File: config.mk
export PLATFORM = sky130hd
export DESIGN_NAME = lpmc_top
export DESIGN_NICKNAME = d
export VERILOG_FILES = /design/src/verilog/lpmc_sync.v /design/src/verilog/lpmc_top.v
export VERILOG_INCLUDE_DIRS = /design/src /design/src/verilog
export SDC_FILE = /design/constraint.sdc
export NUM_CORES = 1
export LEC_CHECK = 0
export BUFFER_PORTS_ARGS = -buffer_cell sky130_fd_sc_hd__buf_2
export CAP_MARGIN = 5
export CORE_MARGIN = 2
export CORE_UTILIZATION = 47
export CTS_BUF_LIST = sky130_fd_sc_hd__clkbuf_8
export CTS_CLUSTER_DIAMETER = 80
export DETAILED_ROUTE_END_ITERATION = 8
export GPL_TIMING_DRIVEN = 0
export PLACE_DENSITY = 0.9
export SLEW_MARGIN = 40
export SYNTH_ARGS = -nofsm -noshare
export SYNTH_HDL_FRONTEND = slang
export SYNTH_SLANG_ARGS = --single-unit
File: constraint.sdc
create_clock -name core_clk -period 6 [get_ports core_clk]
set_input_delay 1.5 -clock core_clk [delete_from_list [all_inputs] [get_ports core_clk]]
set_output_delay 1.5 -clock core_clk [all_outputs]
set_load 0.05 [all_outputs]
File: src/verilog/lpmc_regs.vh
`ifndef LPMC_REGS_VH
`define LPMC_REGS_VH
// Mode codes
`define LPMC_MODE_ACTIVE    3'h0
`define LPMC_MODE_STANDBY   3'h1
`define LPMC_MODE_STOP      3'h2
`define LPMC_MODE_WATCH     3'h3
`define LPMC_MODE_SUBACTIVE 3'h4
// Register byte offsets
`define LPMC_OFF_CTRL   12'h000
`define LPMC_OFF_CMD    12'h004
`define LPMC_OFF_STATUS 12'h008
`define LPMC_OFF_IRQ    12'h00C
// Control register fields
`define LPMC_CTRL_WATCH_SEL 0
`define LPMC_CTRL_LOW_SPEED 1
`define LPMC_CTRL_DIRECT    2
`define LPMC_CTRL_IE        3
// Command register fields (write-one pulses)
`define LPMC_CMD_STOP    0
`define LPMC_CMD_STANDBY 1
// Reset values
`define LPMC_CTRL_RST 4'h0
// Settle time in ns and derived cycles at 25 MHz
`define LPMC_SETTLE_NS   32'd1000
`define LPMC_CLK_NS      32'd40
`define LPMC_SETTLE_CYC  ((`LPMC_SETTLE_NS + `LPMC_CLK_NS - 32'd1) / `LPMC_CLK_NS)
`endif

File: src/verilog/lpmc_sync.v
`timescale 1ns/10ps
// Two-flop synchroniser for one asynchronous level
module lpmc_sync
(
    input  wire clk,
    input  wire rst,
    input  wire din,
    output reg  dout
);
    reg meta_q;

    // First stage feeds only the second
    always @(posedge clk or posedge rst)
    begin
        if (rst)
        begin
            meta_q <= 1'b0;
            dout   <= 1'b0;
        end
        else
        begin
            meta_q <= din;
            dout   <= meta_q;
        end
    end
endmodule

File: src/verilog/lpmc_top.v
// Function
// - Five modes: active, standby, stop, watch, subactive, by running clocks.
// - Reset release or interrupt enters active; CPU on main oscillator.
// - Standby instruction in active enters standby.
// - Standby stops CPU clock; peripherals, timers, serial keep running.
// - Reset ending standby gives a full reset.
// - Interrupt ends standby, back to active, next instruction follows.
// - Wake interrupt serviced if enable flag is 1, else stays pending.
// - Stop instruction with watch select 0 enters stop; main osc halts.
// - Stop instruction with watch select 1 enters watch mode.
// - Peripheral clock on in active/standby/subactive; CPU in active/sub.
// - Stop resets CPU, timers, serial, display; outputs high impedance.
// - After stop RAM intact; CPU data registers need not be valid.
// - Watch: timer A and display run; timers B, C, serial stop.
// - Watch: external-clock serial still shifts but raises no interrupt.
// - Ext interrupt 0 or timer A in watch enters subactive on subclock.
// - Subactive support is a build option; otherwise unreachable.
// - Watch wake goes to active if low speed flag 0, else subactive.
// - Stop/standby with IE 0 and unmasked flag pending acts as no-op.
// - Asynchronous reset resets the device from any mode.
// - Stop/standby in subactive goes to watch or active by flags.
//
// The APB slave port and the placing of the registers were left to the implementer.
`timescale 1ns/10ps
`include "lpmc_regs.vh"
module lpmc_top
#(
    parameter SUBACTIVE_EN = 1
)
(
    input  wire        core_clk,
    input  wire        rst,
    input  wire        psel,
    input  wire        penable,
    input  wire        pwrite,
    input  wire [11:0] paddr,
    input  wire [31:0] pwdata,
    output reg  [31:0] prdata,
    output reg         pready,
    output reg         pslverr,
    input  wire        irq_pending,
    input  wire        ext_interrupt_0,
    input  wire        timer_a_irq,
    input  wire        serial_ext_clk_mode,
    input  wire        serial_irq_in,
    output reg         cpu_clk_en,
    output reg         peripheral_clock_en,
    output reg         timebase_clk_en,
    output reg         main_osc_en,
    output reg         cpu_on_subclock,
    output reg         timer_a_run,
    output reg         timer_bc_run,
    output reg         serial_run,
    output reg         display_run,
    output reg         core_reset,
    output reg         io_hold,
    output reg         io_out_en,
    output reg         serial_irq_out,
    output reg         wake_service
);
    reg  [2:0] mode_q;
    reg  [2:0] mode_d;
    reg  [3:0] ctrl_q;
    reg        cmd_stop;
    reg        cmd_sby;
    reg        wake_pend_q;
    wire       wake_any;
    wire       wake_watch;
    wire       nop_cond;
    wire       wr_en;
    wire       rd_en;
    wire       ext_interrupt_0_s;
    wire       tma_s;
    wire       irq_s;
    wire       sub_ok;

    assign sub_ok = (SUBACTIVE_EN != 0);

    // Wake request inputs resynchronised before use; serial inputs used directly
    lpmc_sync u_sync_ext_interrupt_0
    (
        .clk  (core_clk),
        .rst  (rst),
        .din  (ext_interrupt_0),
        .dout (ext_interrupt_0_s)
    );
    lpmc_sync u_sync_tma
    (
        .clk  (core_clk),
        .rst  (rst),
        .din  (timer_a_irq),
        .dout (tma_s)
    );
    lpmc_sync u_sync_irq
    (
        .clk  (core_clk),
        .rst  (rst),
        .din  (irq_pending),
        .dout (irq_s)
    );

    // APB strobes, zero wait state
    assign wr_en = psel & penable & pwrite;
    assign rd_en = psel & penable & ~pwrite;

    assign wake_any   = irq_s | ext_interrupt_0_s | tma_s;
    assign wake_watch = ext_interrupt_0_s | tma_s;
    assign nop_cond   = ~ctrl_q[`LPMC_CTRL_IE] & irq_s;

    // Instruction strobes decoded from command writes
    always @*
    begin
        cmd_stop = wr_en & (paddr == `LPMC_OFF_CMD)
                   & pwdata[`LPMC_CMD_STOP];
        cmd_sby  = wr_en & (paddr == `LPMC_OFF_CMD)
                   & pwdata[`LPMC_CMD_STANDBY];
    end

    // Next-mode decision
    always @*
    begin
        mode_d = mode_q;
        case (mode_q)
            `LPMC_MODE_ACTIVE:
            begin
                if ((cmd_stop | cmd_sby) & nop_cond)
                    mode_d = mode_q;
                else if (cmd_stop & ctrl_q[`LPMC_CTRL_WATCH_SEL])
                    mode_d = `LPMC_MODE_WATCH;
                else if (cmd_stop)
                    mode_d = `LPMC_MODE_STOP;
                else if (cmd_sby)
                    mode_d = `LPMC_MODE_STANDBY;
            end
            `LPMC_MODE_STANDBY:
            begin
                if (wake_any)
                    mode_d = `LPMC_MODE_ACTIVE;
            end
            `LPMC_MODE_STOP:
            begin
                mode_d = mode_q;
            end
            `LPMC_MODE_WATCH:
            begin
                if (wake_watch & ctrl_q[`LPMC_CTRL_LOW_SPEED] & sub_ok)
                    mode_d = `LPMC_MODE_SUBACTIVE;
                else if (wake_watch)
                    mode_d = `LPMC_MODE_ACTIVE;
            end
            `LPMC_MODE_SUBACTIVE:
            begin
                if ((cmd_stop | cmd_sby) & nop_cond)
                    mode_d = mode_q;
                else if ((cmd_stop | cmd_sby)
                         & ctrl_q[`LPMC_CTRL_DIRECT]
                         & ~ctrl_q[`LPMC_CTRL_LOW_SPEED])
                    mode_d = `LPMC_MODE_ACTIVE;
                else if (cmd_stop | cmd_sby)
                    mode_d = `LPMC_MODE_WATCH;
            end
            default:
            begin
                mode_d = `LPMC_MODE_ACTIVE;
            end
        endcase
    end

    // Mode register, async reset to active
    always @(posedge core_clk or posedge rst)
    begin
        if (rst)
            mode_q <= `LPMC_MODE_ACTIVE;
        else
            mode_q <= mode_d;
    end

    // Control bits; direct flag only writable in subactive
    always @(posedge core_clk or posedge rst)
    begin
        if (rst)
            ctrl_q <= `LPMC_CTRL_RST;
        else if (mode_d == `LPMC_MODE_ACTIVE
                 && mode_q != `LPMC_MODE_ACTIVE)
            ctrl_q[`LPMC_CTRL_DIRECT] <= 1'b0;
        else if (wr_en && paddr == `LPMC_OFF_CTRL)
        begin
            ctrl_q[`LPMC_CTRL_WATCH_SEL] <= pwdata[`LPMC_CTRL_WATCH_SEL];
            ctrl_q[`LPMC_CTRL_LOW_SPEED] <= pwdata[`LPMC_CTRL_LOW_SPEED];
            ctrl_q[`LPMC_CTRL_IE]        <= pwdata[`LPMC_CTRL_IE];
            if (mode_q == `LPMC_MODE_SUBACTIVE)
                ctrl_q[`LPMC_CTRL_DIRECT] <= pwdata[`LPMC_CTRL_DIRECT];
        end
    end

    // Wake servicing: resume, then service only if enabled
    always @(posedge core_clk or posedge rst)
    begin
        if (rst)
        begin
            wake_pend_q  <= 1'b0;
            wake_service <= 1'b0;
        end
        else
        begin
            if (mode_q == `LPMC_MODE_STANDBY
                && mode_d == `LPMC_MODE_ACTIVE)
                wake_pend_q <= 1'b1;
            else if (~irq_s)
                wake_pend_q <= 1'b0;
            wake_service <= wake_pend_q & irq_s
                            & ctrl_q[`LPMC_CTRL_IE];
        end
    end

    // Clock gates and block controls decoded from mode
    always @(posedge core_clk or posedge rst)
    begin
        if (rst)
        begin
            cpu_clk_en          <= 1'b0;
            peripheral_clock_en <= 1'b0;
            timebase_clk_en     <= 1'b0;
            main_osc_en         <= 1'b1;
            cpu_on_subclock     <= 1'b0;
            timer_a_run         <= 1'b0;
            timer_bc_run        <= 1'b0;
            serial_run          <= 1'b0;
            display_run         <= 1'b0;
            core_reset          <= 1'b1;
            io_hold             <= 1'b0;
            io_out_en           <= 1'b0;
            serial_irq_out      <= 1'b0;
        end
        else
        begin
            cpu_clk_en <= (mode_d == `LPMC_MODE_ACTIVE)
                          | (mode_d == `LPMC_MODE_SUBACTIVE);
            peripheral_clock_en <= (mode_d == `LPMC_MODE_ACTIVE)
                                   | (mode_d == `LPMC_MODE_STANDBY)
                                   | (mode_d == `LPMC_MODE_SUBACTIVE);
            timebase_clk_en <= (mode_d != `LPMC_MODE_STOP);
            main_osc_en <= (mode_d == `LPMC_MODE_ACTIVE)
                           | (mode_d == `LPMC_MODE_STANDBY);
            cpu_on_subclock <= (mode_d == `LPMC_MODE_SUBACTIVE);
            timer_a_run  <= (mode_d != `LPMC_MODE_STOP);
            display_run  <= (mode_d != `LPMC_MODE_STOP);
            timer_bc_run <= (mode_d != `LPMC_MODE_STOP)
                            & (mode_d != `LPMC_MODE_WATCH);
            serial_run   <= ((mode_d != `LPMC_MODE_STOP)
                             & (mode_d != `LPMC_MODE_WATCH))
                            | ((mode_d == `LPMC_MODE_WATCH)
                               & serial_ext_clk_mode);
            serial_irq_out <= serial_irq_in
                              & (mode_d != `LPMC_MODE_WATCH)
                              & (mode_d != `LPMC_MODE_STOP);
            // Stop resets core logic, RAM untouched
            core_reset <= (mode_d == `LPMC_MODE_STOP);
            io_out_en  <= (mode_d != `LPMC_MODE_STOP);
            io_hold    <= (mode_d == `LPMC_MODE_STANDBY)
                          | (mode_d == `LPMC_MODE_WATCH);
        end
    end

    // APB read data and response
    always @(posedge core_clk or posedge rst)
    begin
        if (rst)
        begin
            prdata  <= 32'h00000000;
            pready  <= 1'b0;
            pslverr <= 1'b0;
        end
        else
        begin
            pready  <= psel & ~penable;
            pslverr <= psel & ~penable
                       & (paddr != `LPMC_OFF_CTRL)
                       & (paddr != `LPMC_OFF_CMD)
                       & (paddr != `LPMC_OFF_STATUS)
                       & (paddr != `LPMC_OFF_IRQ);
            prdata <= 32'h00000000;
            if (psel & ~penable & ~pwrite)
            begin
                case (paddr)
                    `LPMC_OFF_CTRL:
                        prdata <= {28'h0000000, ctrl_q};
                    `LPMC_OFF_STATUS:
                        prdata <= {28'h0000000, sub_ok, mode_q};
                    `LPMC_OFF_IRQ:
                        prdata <= {29'h00000000, tma_s, ext_interrupt_0_s, irq_s};
                    default:
                        prdata <= 32'h00000000;
                endcase
            end
        end
    end
endmodule

==> metrics <==
status finished clean; DRC viols 0; Hold Crit Start u_sync_irq.meta_q; P_sw 0.1234 mW; Slew Viols, Final 0; final hold vios 0; starting density of the core 50.08%; Area growth syn-to-layout 29.39%; post-CTS resize count 0; Worst-Margin Slew 577.2 ps; Die Width 61.50 µm; Nets 274; ant diodes 0; I/O Buffers 44; pin count of the biggest net entering global routing 32; final WL 2641 µm; worst slack, placed 2515 ps; post-DP HPWL 2091 µm; R2R Setup Slk 3880 ps; CTS tree yes; worst path required time 6160 ps; H-Tree Depth 2; critical path class in -> reg; Synth Cell Area 1554 µm²; Vias 1161; final setup fails 0; Fin Hold WS 348.4 ps; Synth warnings 0; non-filler cells, final 265; Reg-to-Reg End ctrl_q[1]; Avg Inst Size Synth 10.94 µm²; Mapped Cells 142; power share of the sequential group 49.3%; commonest non-fill, non-tap cell in the layout buf_2; worst-skew pair later-pin latency 280 ps; top flop regs ctrl_q (4), prdata (4), mode_q (3); clock sink count 31; clk_skew 3.486 ps; total grt overflow 0; Post-DRT Antenna Nets 0; Via density 4.381; period utilization 53.17%; Worst VDD drop 0.1142 mV; FF+latch count, synth 31; maximum capacitance violations 0; reg2reg path depth 6; area of the core 3103 µm²; CP startpoint kind primary input; post-synthesis sequential area ratio 50.08%; Post-synth top flop dfrtp_1; power share of the clock group 32.5%; cts bufs inserted 5; internal power 0.3119 mW; ys async rst share 100.0%; pwr/cell area 216.5 nW/µm²; number of I/O pins 102; Overall Power 0.4353 mW; relative slew slack 61.46%; Hold/Removal Path Class reg -> reg; DIE AREA 3782 µm²; Root Driver clkbuf_8; Placed Instances 257; combinational power share 18.2%; WL/cell 9.966 µm; Hold EP u_sync_irq.dout; number of flops mapped to enable cells by yosys 0; wire length of the first global-routing pass 3995 µm; Sw Ratio 28.35%; # rows 20; Fin Setup TNS 0 ps; antenna violations before repair 0; chip height 61.50 µm; hold_buf cts 0; Hold Crit Depth 0; worst r2r src mode_q[1]; synth unique cells 37; deepest clock path buffer count 2; DR iter-0 viols 47; GRT Overall Usage 15.31%; worst setup margin 2810 ps; Post-CTS Setup Bufs 0; maximum clock rate 0.3135 GHz; CP arrival 3350 ps; Final Wtd Congestion 0.8541; drt first pass iters 4; Crit. End Element register; Final min period 3190 ps; clk slew on worst S/H paths 60 ps; number of global-route vias before repair 949; layout cells sized above 1 41.18%; CP Max Fanout 7; Pleak 1.052 nW; most frequent cells in the layout buf_2, buf_4, dfrtp_1; RSZ-0062 raised after global routing false
[critical path: stages]
cell and delay (ps):
buf_2 100, nor4_1 380, nand4_1 290, nor3_2 280
nor3_4 120, o31ai_4 320, mux2_1 350
[per-stage QoR]
step	instance area, µm²	utilization, %
3_5_place_dp	1931	62.22
4_1_cts	2011	64.80
3_3_place_gp	1931	62.22
2_1_floorplan	1655	-
6_report	2011	64.80
5_1_grt	2011	64.80
[synthesized netlist by cell type (2+ instances only)]
| cell type | n | share of area [%] |
|---|---|---|
| o21ai_0 | 6 | 1.9 |
| nor2b_1 | 2 | 0.81 |
| mux2i_1 | 4 | 2.6 |
| nand2_1 | 6 | 1.4 |
| nor4_1 | 2 | 0.81 |
| dfstp_2 | 2 | 3.4 |
| and2_1 | 5 | 2.0 |
| dfrtp_1 | 29 | 47 |
| nor2_1 | 10 | 2.4 |
| nor3_1 | 4 | 1.3 |
| and3_1 | 2 | 0.81 |
| a21oi_1 | 2 | 0.64 |
| nand2b_1 | 3 | 1.2 |
| nand3_1 | 4 | 1.3 |
| nand4_1 | 3 | 1.2 |
| buf_4 | 32 | 15 |
| inv_1 | 4 | 0.97 |
| mux2_1 | 3 | 2.2 |
[cell families after synthesis]
kind of cell | count (synthesis) | synth area share, %
buf+inv | 38 | 16.91
other cells | 1 | 0.2413
compound gates | 15 | 8.214
flops | 31 | 50.08
mux | 7 | 4.750
simple gates | 50 | 19.81
[area by class of cell]
class,count,area (µm²)
clock inverters,3,11.26
flip-flops and latches,31,778.2
well taps,44,55.05
multi-input cells,100,614.3
inverters,5,18.77
plain buffers,33,244.0
repair buffers,44,220.2
clock buffers,5,68.82
fillers,272,1092
[power by group through the flow]
stage | Clock [mW] | Sequential (mW) | Combinational (mW)
final | 0.141 | 0.215 | 0.0793
after global routing | 0.156 | 0.215 | 0.0841
after CTS | 0.146 | 0.215 | 0.0788
after detailed placement | 0 | 0.218 | 0.0787
after global placement | 0 | 0.218 | 0.0780
after floorplan | 0 | 0.222 | 0.0623
[layer usage]
metal	global-route usage, %	routed length [µm]
met1	15.54	969
met5	0	0
met3	4.832	217
met2	25.41	1347
met4	12.77	107
[worst max-delay path by stage]
stage | depth (start not counted) | startpoint | to | slack (ps)
2_1_floorplan | 7 | paddr[3] | ctrl_q[0] | 2850
3_3_place_gp | 7 | paddr[9] | ctrl_q[1] | 2550
3_5_place_dp | 7 | paddr[9] | ctrl_q[1] | 2510
4_1_cts | 7 | paddr[9] | ctrl_q[1] | 2790
5_1_grt | 7 | paddr[9] | ctrl_q[1] | 2660
6_report | 7 | paddr[9] | ctrl_q[1] | 2810
No activity file was read; power rests on OpenSTA's default activity.
